===== config.mk =====
export PLATFORM = sky130hd
export DESIGN_NAME = bdos_top
export DESIGN_NICKNAME = d
export VERILOG_FILES = /design/src/inc/bdos_pkg.sv /design/src/rtl/bdos_fifo.sv /design/src/rtl/bdos_top.sv
export SDC_FILE = /design/constraint.sdc
export NUM_CORES = 2
export LEC_CHECK = 0
export BUFFER_PORTS_ARGS = -buffer_cell sky130_fd_sc_hd__buf_4
export CORE_MARGIN = 10
export CORE_UTILIZATION = 35
export CTS_BUF_LIST = sky130_fd_sc_hd__clkbuf_8 sky130_fd_sc_hd__clkbuf_16
export CTS_CLUSTER_DIAMETER = 40
export CTS_CLUSTER_SIZE = 40
export DETAILED_ROUTE_END_ITERATION = 16
export HOLD_SLACK_MARGIN = 0.06
export SYNTH_ARGS = -nofsm -noshare
export SYNTH_HDL_FRONTEND = slang
export SYNTH_SLANG_ARGS = --single-unit

===== constraint.sdc =====
create_clock -name clk -period 4.55 [get_ports clk]
set_input_delay 0.91 -clock clk [delete_from_list [all_inputs] [get_ports clk]]
set_output_delay 0.91 -clock clk [all_outputs]
set_load 0.01 [all_outputs]

===== src/inc/bdos_pkg.sv =====
// Register map, field positions, reset values and timing for the sequencer
package bdos_pkg;

  localparam int ADDR_W = 8;
  localparam int DATA_W = 32;
  localparam int VAL_W  = 16;

  // Register byte offsets
  localparam logic [7:0] OFS_BOARD_CTRL = 8'h00;
  localparam logic [7:0] OFS_BUF_OPS    = 8'h04;
  localparam logic [7:0] OFS_CH_GROUP   = 8'h08;
  localparam logic [7:0] OFS_RATE_DIV   = 8'h0c;
  localparam logic [7:0] OFS_OUT_DATA   = 8'h10;
  localparam logic [7:0] OFS_STATUS     = 8'h14;

  // board_control_reg fields
  localparam int BCR_SIMUL_BIT   = 0;
  localparam int BCR_RATE_EN_BIT = 1;
  localparam int BCR_TWOS_BIT    = 2;

  // Buffer operations register fields
  localparam int BOPS_CLK_INT_BIT = 0;
  localparam int BOPS_CLK_EN_BIT  = 1;
  localparam int BOPS_CLEAR_BIT   = 2;
  localparam int BOPS_EMPTY_BIT   = 8;

  // Values after reset
  localparam logic RST_SIMUL   = 1'b0;
  localparam logic RST_RATE_EN = 1'b0;
  localparam logic RST_TWOS    = 1'b0;
  localparam logic RST_CLK_INT = 1'b0;
  localparam logic RST_CLK_EN  = 1'b0;

  // Output rate timing
  localparam int CLK_HZ           = 200_000_000;
  localparam int RATE_DEFAULT_SPS = 320_000;
  localparam int RATE_MAX_SPS     = 1_000_000;
  localparam logic [15:0] DIV_DEFAULT = 16'(CLK_HZ / RATE_DEFAULT_SPS);
  localparam logic [15:0] DIV_MIN     = 16'(CLK_HZ / RATE_MAX_SPS);

  localparam logic [VAL_W-1:0] SIGN_FLIP = 16'h8000;

  localparam logic [1:0] RESP_OKAY   = 2'h0;
  localparam logic [1:0] RESP_SLVERR = 2'h2;

  typedef enum logic [1:0] {
    BDOS_IDLE,
    BDOS_GATHER,
    BDOS_ARMED
  } bdos_state_e;

endpackage : bdos_pkg


===== src/rtl/bdos_fifo.sv =====
// Output value buffer: first-in first-out store in flip-flops
module bdos_fifo
  import bdos_pkg::*;
#(
  parameter int DW    = 16,
  parameter int DEPTH = 64,
  parameter int AW    = $clog2(DEPTH)
) (
  input  wire logic          clk,        // System clock
  input  wire logic          arst_n,     // Async reset, active low
  input  wire logic          clear,      // Discard all entries
  input  wire logic          push_valid, // Write request
  output logic               push_ready, // Room for a write
  input  wire logic [DW-1:0] push_data,  // Write data
  output logic               pop_valid,  // Entry available
  input  wire logic          pop_ready,  // Consume head entry
  output logic [DW-1:0]      pop_data,   // Head entry
  output logic [AW:0]        level       // Entries held
);

  typedef struct packed {
    logic [DEPTH-1:0][DW-1:0] mem;
    logic [AW-1:0]            wp;
    logic [AW-1:0]            rp;
    logic [AW:0]              cnt;
  } bdos_fifo_s;

  bdos_fifo_s s_reg;
  bdos_fifo_s s_next;

  logic do_push;
  logic do_pop;

  assign push_ready = (s_reg.cnt != (AW+1)'(DEPTH));
  assign pop_valid  = (s_reg.cnt != '0);
  assign pop_data   = s_reg.mem[s_reg.rp];
  assign level      = s_reg.cnt;
  assign do_push    = push_valid && push_ready;
  assign do_pop     = pop_ready && pop_valid;

  always_comb begin
    s_next = s_reg;
    if (clear) begin
      s_next.wp  = '0;
      s_next.rp  = '0;
      s_next.cnt = '0;
    end else begin
      if (do_push) begin
        s_next.mem[s_reg.wp] = push_data;
        s_next.wp = (s_reg.wp == AW'(DEPTH-1)) ? '0 : s_reg.wp + 1'b1;
      end
      if (do_pop) begin
        s_next.rp = (s_reg.rp == AW'(DEPTH-1)) ? '0 : s_reg.rp + 1'b1;
      end
      s_next.cnt = s_reg.cnt + (AW+1)'(do_push) - (AW+1)'(do_pop);
    end
  end

  always_ff @(posedge clk or negedge arst_n) begin
    if (!arst_n) begin
      s_reg <= '0;
    end else begin
      s_reg <= s_next;
    end
  end

endmodule : bdos_fifo


===== src/rtl/bdos_top.sv =====
// Buffered analog output sequencer with AXI4-Lite register access
//
// Overview of operation
// - After reset every output channel is active
// - After reset output words use offset binary
// - Reset: open empty buffer, sequential, 320KSPS rate
// - Reset clock source selects the external clock
// - Reset leaves output clocking disabled
// - Source bit high selects internal rate generator
// - Internal clock needs clocking and generator enabled
// - Clear bit write empties the output buffer
// - Sequential: each value updates its channel per tick
// - Sequential: ascending active channels, wrapping around
// - Open mode ignores end-of-frame markers
// - Only low sixteen data bits carry the value
// - Fast writes wait in buffer, never dropped
// - Simultaneous bit selects update mode
// - Simultaneous: partial group held, no output change
// - Simultaneous: full group updates all at one tick
// - Sequential per-channel rate is clock over count
// - Transfer only with data and clock present
module bdos_top
  import bdos_pkg::*;
#(
  parameter int NCH   = 4,
  parameter int DEPTH = 64
) (
  input  wire logic              clk,           // System clock, 200 MHz
  input  wire logic              arst_n,        // Async reset, active low
  input  wire logic [ADDR_W-1:0] s_axi_awaddr,  // Write address
  input  wire logic              s_axi_awvalid, // Write address valid
  output logic                   s_axi_awready, // Write address ready
  input  wire logic [DATA_W-1:0] s_axi_wdata,   // Write data
  input  wire logic [3:0]        s_axi_wstrb,   // Write byte enables
  input  wire logic              s_axi_wvalid,  // Write data valid
  output logic                   s_axi_wready,  // Write data ready
  output logic [1:0]             s_axi_bresp,   // Write response
  output logic                   s_axi_bvalid,  // Write response valid
  input  wire logic              s_axi_bready,  // Write response ready
  input  wire logic [ADDR_W-1:0] s_axi_araddr,  // Read address
  input  wire logic              s_axi_arvalid, // Read address valid
  output logic                   s_axi_arready, // Read address ready
  output logic [DATA_W-1:0]      s_axi_rdata,   // Read data
  output logic [1:0]             s_axi_rresp,   // Read response
  output logic                   s_axi_rvalid,  // Read data valid
  input  wire logic              s_axi_rready,  // Read data ready
  input  wire logic              ext_out_clk,   // External output clock
  output logic [NCH-1:0][VAL_W-1:0] dac_value,  // Per-channel output code
  output logic [NCH-1:0]         dac_load       // Channel update pulse
);

  localparam int CH_W  = $clog2(NCH);
  localparam int CNT_W = $clog2(NCH + 1);
  localparam int LVL_W = $clog2(DEPTH) + 1;

  typedef struct packed {
    logic                        awready;
    logic                        wready;
    logic                        aw_hold;
    logic                        w_hold;
    logic [ADDR_W-1:0]           awaddr;
    logic [DATA_W-1:0]           wdata;
    logic [3:0]                  wstrb;
    logic                        bvalid;
    logic [1:0]                  bresp;
    logic                        arready;
    logic                        rvalid;
    logic [DATA_W-1:0]           rdata;
    logic [1:0]                  rresp;
    logic                        simul;
    logic                        rate_en;
    logic                        twos;
    logic                        clk_int;
    logic                        clk_en;
    logic [NCH-1:0]              mask;
    logic [15:0]                 div;
    logic [15:0]                 rate_cnt;
    logic                        ext_q;
    bdos_state_e                 state;
    logic [CH_W-1:0]             ptr;
    logic [CNT_W-1:0]            left;
    logic [NCH-1:0][VAL_W-1:0]   stage;
    logic [NCH-1:0][VAL_W-1:0]   dac;
    logic [NCH-1:0]              load;
  } bdos_s;

  bdos_s s_reg;
  bdos_s s_next;

  logic              fifo_clear;
  logic              push_valid;
  logic              push_ready;
  logic [VAL_W-1:0]  push_data;
  logic              pop_valid;
  logic              pop_ready;
  logic [VAL_W-1:0]  pop_data;
  logic [LVL_W-1:0]  level;

  // Next active channel above ptr, wrapping; ptr itself is tried last
  function automatic logic [CH_W-1:0] next_act(
    input logic [CH_W-1:0] ptr,
    input logic [NCH-1:0]  mask
  );
    logic [CH_W-1:0] res;
    logic            found;
    int              idx;
    res   = ptr;
    found = 1'b0;
    for (int i = 1; i <= NCH; i++) begin
      idx = (int'(ptr) + i) % NCH;
      if (!found && mask[idx]) begin
        res   = CH_W'(idx);
        found = 1'b1;
      end
    end
    return res;
  endfunction : next_act

  function automatic logic [CNT_W-1:0] count_act(input logic [NCH-1:0] m);
    logic [CNT_W-1:0] c;
    c = '0;
    for (int i = 0; i < NCH; i++) begin
      c = c + CNT_W'(m[i]);
    end
    return c;
  endfunction : count_act

  function automatic logic [DATA_W-1:0] merge(
    input logic [DATA_W-1:0] old,
    input logic [DATA_W-1:0] wd,
    input logic [3:0]        st
  );
    logic [DATA_W-1:0] r;
    r = old;
    for (int b = 0; b < 4; b++) begin
      if (st[b]) begin
        r[8*b +: 8] = wd[8*b +: 8];
      end
    end
    return r;
  endfunction : merge

  always_comb begin
    logic              tick;
    logic              rate_tick;
    logic              wr_go;
    logic              data_wr;
    logic              mapped;
    logic [DATA_W-1:0] cur;
    logic [DATA_W-1:0] nv;
    logic [CH_W-1:0]   ch;
    logic [CNT_W-1:0]  n_act;
    logic [VAL_W-1:0]  code;
    tick      = 1'b0;
    rate_tick = 1'b0;
    wr_go     = 1'b0;
    data_wr   = 1'b0;
    mapped    = 1'b0;
    cur       = '0;
    nv        = '0;
    ch        = '0;
    n_act     = count_act(s_reg.mask);
    code      = s_reg.twos ? (pop_data ^ SIGN_FLIP) : pop_data;
    s_next    = s_reg;
    s_next.load = '0;
    fifo_clear  = 1'b0;
    push_valid  = 1'b0;
    pop_ready   = 1'b0;
    // Only the low half of a data word is kept; bit 16 and above,
    // including any end-of-frame marker, are dropped here
    push_data   = s_reg.wdata[VAL_W-1:0];

    // Write address and data are taken independently
    if (s_axi_awvalid && s_reg.awready) begin
      s_next.aw_hold = 1'b1;
      s_next.awaddr  = s_axi_awaddr;
    end
    if (s_axi_wvalid && s_reg.wready) begin
      s_next.w_hold = 1'b1;
      s_next.wdata  = s_axi_wdata;
      s_next.wstrb  = s_axi_wstrb;
    end

    // Perform a held write; a data write waits while the buffer is full
    if (s_reg.aw_hold && s_reg.w_hold && !s_reg.bvalid) begin
      data_wr = (s_reg.awaddr == OFS_OUT_DATA);
      wr_go   = !data_wr || push_ready;
    end
    if (wr_go) begin
      mapped = 1'b1;
      unique case (s_reg.awaddr)
        OFS_BOARD_CTRL: begin
          cur = '0;
          cur[BCR_SIMUL_BIT]   = s_reg.simul;
          cur[BCR_RATE_EN_BIT] = s_reg.rate_en;
          cur[BCR_TWOS_BIT]    = s_reg.twos;
          nv  = merge(cur, s_reg.wdata, s_reg.wstrb);
          s_next.simul   = nv[BCR_SIMUL_BIT];
          s_next.rate_en = nv[BCR_RATE_EN_BIT];
          s_next.twos    = nv[BCR_TWOS_BIT];
        end
        OFS_BUF_OPS: begin
          cur = '0;
          cur[BOPS_CLK_INT_BIT] = s_reg.clk_int;
          cur[BOPS_CLK_EN_BIT]  = s_reg.clk_en;
          nv  = merge(cur, s_reg.wdata, s_reg.wstrb);
          s_next.clk_int = nv[BOPS_CLK_INT_BIT];
          s_next.clk_en  = nv[BOPS_CLK_EN_BIT];
          fifo_clear     = nv[BOPS_CLEAR_BIT];
        end
        OFS_CH_GROUP: begin
          cur = DATA_W'(s_reg.mask);
          nv  = merge(cur, s_reg.wdata, s_reg.wstrb);
          s_next.mask = nv[NCH-1:0];
        end
        OFS_RATE_DIV: begin
          cur = DATA_W'(s_reg.div);
          nv  = merge(cur, s_reg.wdata, s_reg.wstrb);
          // Faster than the converter limit is clamped, not refused
          s_next.div = (nv[15:0] < DIV_MIN) ? DIV_MIN : nv[15:0];
        end
        OFS_OUT_DATA: begin
          push_valid = 1'b1;
        end
        default: begin
          mapped = 1'b0;
        end
      endcase
      s_next.aw_hold = 1'b0;
      s_next.w_hold  = 1'b0;
      s_next.bvalid  = 1'b1;
      s_next.bresp   = mapped ? RESP_OKAY : RESP_SLVERR;
    end
    if (s_reg.bvalid && s_axi_bready) begin
      s_next.bvalid = 1'b0;
    end
    s_next.awready = !s_next.aw_hold && !s_next.bvalid;
    s_next.wready  = !s_next.w_hold && !s_next.bvalid;

    // Read channel
    if (s_axi_arvalid && s_reg.arready) begin
      s_next.rvalid = 1'b1;
      s_next.rresp  = RESP_OKAY;
      s_next.rdata  = '0;
      unique case (s_axi_araddr)
        OFS_BOARD_CTRL: begin
          s_next.rdata[BCR_SIMUL_BIT]   = s_reg.simul;
          s_next.rdata[BCR_RATE_EN_BIT] = s_reg.rate_en;
          s_next.rdata[BCR_TWOS_BIT]    = s_reg.twos;
        end
        OFS_BUF_OPS: begin
          s_next.rdata[BOPS_CLK_INT_BIT] = s_reg.clk_int;
          s_next.rdata[BOPS_CLK_EN_BIT]  = s_reg.clk_en;
          s_next.rdata[BOPS_EMPTY_BIT]   = !pop_valid;
        end
        OFS_CH_GROUP: s_next.rdata = DATA_W'(s_reg.mask);
        OFS_RATE_DIV: s_next.rdata = DATA_W'(s_reg.div);
        OFS_OUT_DATA: s_next.rdata = '0;
        OFS_STATUS: begin
          s_next.rdata[LVL_W-1:0] = level;
          s_next.rdata[17:16]     = 2'(s_reg.state);
        end
        default: s_next.rresp = RESP_SLVERR;
      endcase
    end
    if (s_reg.rvalid && s_axi_rready) begin
      s_next.rvalid = 1'b0;
    end
    s_next.arready = !s_next.rvalid;

    // Internal rate generator runs only while its enable is set
    if (s_reg.rate_en) begin
      if (s_reg.rate_cnt == '0) begin
        rate_tick       = 1'b1;
        s_next.rate_cnt = s_reg.div - 16'h0001;
      end else begin
        s_next.rate_cnt = s_reg.rate_cnt - 16'h0001;
      end
    end else begin
      s_next.rate_cnt = '0;
    end
    s_next.ext_q = ext_out_clk;
    tick = s_reg.clk_en &&
           (s_reg.clk_int ? rate_tick
                          : (ext_out_clk && !s_reg.ext_q));

    // Output sequencing
    unique case (s_reg.state)
      BDOS_IDLE: begin
        if (!s_reg.simul) begin
          // One channel per tick, so each channel sees tick / n_act
          if (tick && pop_valid && s_reg.mask != '0) begin
            ch = s_reg.mask[s_reg.ptr] ? s_reg.ptr
                                       : next_act(s_reg.ptr, s_reg.mask);
            pop_ready      = 1'b1;
            s_next.dac[ch] = code;
            s_next.load[ch] = 1'b1;
            s_next.ptr     = next_act(ch, s_reg.mask);
          end
        end else if (s_reg.mask != '0 &&
                     level >= LVL_W'(n_act)) begin
          s_next.state = BDOS_GATHER;
          s_next.ptr   = next_act(CH_W'(NCH - 1), s_reg.mask);
          s_next.left  = n_act;
        end
      end
      BDOS_GATHER: begin
        // Group is already in the buffer, so each pop finds data
        pop_ready = 1'b1;
        s_next.stage[s_reg.ptr] = code;
        s_next.ptr  = next_act(s_reg.ptr, s_reg.mask);
        s_next.left = s_reg.left - 1'b1;
        if (s_reg.left == CNT_W'(1)) begin
          s_next.state = BDOS_ARMED;
        end
      end
      BDOS_ARMED: begin
        if (tick) begin
          for (int i = 0; i < NCH; i++) begin
            if (s_reg.mask[i]) begin
              s_next.dac[i] = s_reg.stage[i];
            end
          end
          s_next.load  = s_reg.mask;
          s_next.state = BDOS_IDLE;
          s_next.ptr   = next_act(CH_W'(NCH - 1), s_reg.mask);
        end
      end
    endcase

    // Clearing the buffer also abandons a partly gathered group
    if (fifo_clear) begin
      pop_ready    = 1'b0;
      s_next.state = BDOS_IDLE;
      s_next.ptr   = next_act(CH_W'(NCH - 1), s_reg.mask);
    end
  end

  always_ff @(posedge clk or negedge arst_n) begin
    if (!arst_n) begin
      s_reg          <= '0;
      s_reg.mask     <= '1;
      s_reg.twos     <= RST_TWOS;
      s_reg.simul    <= RST_SIMUL;
      s_reg.div      <= DIV_DEFAULT;
      s_reg.rate_en  <= RST_RATE_EN;
      s_reg.clk_int  <= RST_CLK_INT;
      s_reg.clk_en   <= RST_CLK_EN;
      s_reg.state    <= BDOS_IDLE;
    end else begin
      s_reg <= s_next;
    end
  end

  bdos_fifo #(
    .DW    (VAL_W),
    .DEPTH (DEPTH)
  ) u_fifo (
    .clk        (clk),
    .arst_n     (arst_n),
    .clear      (fifo_clear),
    .push_valid (push_valid),
    .push_ready (push_ready),
    .push_data  (push_data),
    .pop_valid  (pop_valid),
    .pop_ready  (pop_ready),
    .pop_data   (pop_data),
    .level      (level)
  );

  assign s_axi_awready = s_reg.awready;
  assign s_axi_wready  = s_reg.wready;
  assign s_axi_bvalid  = s_reg.bvalid;
  assign s_axi_bresp   = s_reg.bresp;
  assign s_axi_arready = s_reg.arready;
  assign s_axi_rvalid  = s_reg.rvalid;
  assign s_axi_rdata   = s_reg.rdata;
  assign s_axi_rresp   = s_reg.rresp;
  assign dac_value     = s_reg.dac;
  assign dac_load      = s_reg.load;

endmodule : bdos_top

==> metrics.md <==
| Metric | Value |
|---|---|
| Vias in the first global route | `36600` |
| PwrDens | `a little over 500 nW/um2` |
| Num ports | `approximately 170` |
| DRT Wirelength | `around 160 mm` |
| Post-layout util | `between 40% and 50%` |
| CTS root buf | `clkbuf_16` |
| Worst path arrival time | `4570 ps` |
| Final setup fails | `0` |
| Drt via density | `5.37` |
| Synth top area share | `53.1%` |
| Setup bufs post-CTS | `0` |
| Final-report max-slew violation count | `0` |
| Register area share after synthesis | `53.5%` |
| ANT nets after route | `0` |
| Hold Path Class | `input pin to flip-flop` |
| Initial antenna violation count | `0` |
| Leak Pwr | `31.9 nW` |
| Routability cong. | `0.791` |
| Clock Path Buffers | `3` |
| Worst path required time | `5190 ps` |
| CORE AREA | `169000 um2` |
| Post-DR wirelength/cell | `23.4 um` |
| TritonCTS clock tree | `yes` |
| Max FFs per register | `roughly 1000` |
| #FFs+latches synth | `around 1300` |
| Pre-CTS WS | `between 600 and 700 ps` |
| Run status | `finished, final reports clean` |
| Hold Path Stages | `1` |
| Max Clk Rate | `between 0.2 and 0.3 GHz` |
| Rows | `151` |
| P&R area growth vs syn | `14.5%` |
| Reg area | `32000 um2` |
| Detailed router's first-iteration violation count | `2483` |
| Starting Density | `35.2%` |
| Worst slew pin tran | `1100 ps` |
| Tcrit/Tclk final | `86.4%` |
| Share of layout cells above drive strength 1 | `45.3%` |
| Die Width | `433 um` |
| Synthesized instance count | `4301` |
| # H-tree levels | `4` |
| CTS hold repair buffers | `1` |
| Cts bufs inserted | `154` |
| RSZ-0062 raised after global routing | `no` |
| Endpoint class of the critical path | `flip-flop` |
| Final #Nets | `roughly 4400` |
| Clock Sinks | `1277` |
| Asr flop ratio synth | `100%` |
| Reg clk slew, reported paths | `70 ps` |
| Crit path kind | `flip-flop to flip-flop` |
| Area leader, netlist | `dfrtp_1` |
| Hpwl dp | `95.8 mm` |
| Syn_area_per_cell | `around 14 um2` |
| Yosys cell types | `87` |
| Commonest non-fill, non-tap cell in the layout | `dfrtp_1` |
| Tot GR Track Use | `16.4%` |
| VDD IR max | `around 0.40 mV` |
| First-pass GRT wire length | `about 240 mm` |
| Cell area after synthesis | `59700 um2` |
| FF-to-FF path depth | `11` |
| Max FO, Critical Path | `16` |
| Rel. slew slack | `26.5%` |
| Synth top area cells | `dfrtp_1 53%, mux2_2 21%, mux4_2 8.4%` |
| Number of flops mapped to enable cells by yosys | `0` |
| Final hold vios | `0` |
| Most frequent cells in the layout | `1247 x dfrtp_1, 1095 x mux2_2, 264 x buf_4, 222 x mux4_2, 187 x o21ai_0` |
| Period minus WS final | `around 3900 ps` |
| Syn. warnings | `0` |
| Vias | `between 30000 and 40000` |
| Primary FF master, synth | `dfrtp_1` |
| Max Cap Viol | `0` |
| Die area | `188000 um2` |
| Footprint of the multi-input gates | `~25000 um2` |
| Startpoint Class | `flip-flop` |
| Cts repair resizes | `0` |
| Total negative slack | `0 ps` |
| Drt drc | `0` |
| PortBufs | `134` |
| Die height | `between 400 and 500 um` |
| Final Skew | `43.6 ps` |
| Clk Latency, worst-skew pair | `810 ps` |
| Pre-antenna DRT Iters | `5` |
| # fillers | `about 16000` |
| Total congestion overflow | `0` |
| Final worst slack | `619 ps` |
| Largest net degree at the start of global routing | `157` |
==> cell usage after synthesis (50+ instances only) <==
cell type and number:
a21oi_1 90, a22oi_1 50, buf_2 105, buf_4 124
clkbuf_1 206, dfrtp_1 1268, mux2_2 1095, mux2i_1 127
mux4_2 222, nand2_1 179, nor2_1 91, o21ai_0 187
==> power breakdown <==
| part | internal, W | total (W) | switching, W |
|---|---|---|---|
| registers | 0.0119 | 0.0127 | 0.000818 |
| clock network | 0.00817 | 0.0134 | 0.00519 |
| logic | 0.00289 | 0.00880 | 0.00592 |
| total | 0.0230 | 0.0349 | 0.0119 |
==> worst paths after layout <==
| kind | slack, ps | startpoint | to |
|---|---|---|---|
| worst min-delay path | 250 | ext_out_clk | s_reg[139] |
| min in group asynchronous | 720 | arst_n | s_reg[256] |
| max in group asynchronous | 2560 | arst_n | push_data[2] |
| worst min register to register | 460 | s_reg[265] | s_axi_awready |
| worst max register to register | 620 | s_reg[136] | dac_value[57] |
| worst max-delay path | 620 | s_reg[136] | dac_value[57] |
==> area by class of cell <==
type | count | share of cell area (%)
sequential | 1277 | 46.8
multi-input combinational | 2542 | 37.1
clock buffer | 174 | 6.15
tap | 2218 | 4.06
timing repair buffer | 291 | 3.68
clock inverter | 113 | 2.06
inverter | 37 | 0.203
antenna | 1 | 0.00366
==> critical path, cell delays in order (launching register included) <==
cell and delay (ps):
dfrtp_1 370, inv_1 150, ha_1 380, or4b_2 700
o2bb2ai_1 260, o22a_1 210, and3_1 330, ha_1 260
a21oi_1 80, or3b_1 670, a22oi_2 270, o21ai_0 100
==> layer usage <==
layer / GRT usage, % / part of all wire, % / vias up
met5: 0 / 0 / -
met4: 5.36 / 2.8 / 0
met3: 3.05 / 5.0 / 216
met2: 25.8 / 46 / 788
met1: 22.9 / 46 / 19000
li1: - / - / 15700
==> cells by family (layout without fill, tap and decap cells) <==
kind of cell / after synthesis / after routing / synth area share, %
muxes: 1446 / 1446 / 31.2
other: 1 / 17 / 0.00628
and+or+nand+nor: 446 / 446 / 3.70
xor gates and xnor gates: 21 / 21 / 0.308
buffers and inverters: 497 / 615 / 4.24
adders and majority gates: 39 / 39 / 0.842
DFF: 1277 / 1277 / 53.5
AOI/OAI and AO/OA: 574 / 574 / 6.21
==> metrics by stage <==
| step | hold WS (ps) | cells | total power (W) | instance area (um2) |
|---|---|---|---|---|
| final | 248 | 6653 | 0.0349 | 68400 |
| after global routing | 233 | 6652 | 0.0365 | 68400 |
| after CTS | 193 | 6652 | 0.0352 | 68400 |
| after detailed placement | 451 | 6364 | 0.0218 | 62800 |
| after floorplan | 431 | 4316 | 0.0183 | 59800 |
| after global placement | 447 | 6364 | 0.0217 | 62800 |
Power figures use the tool's default switching activity.
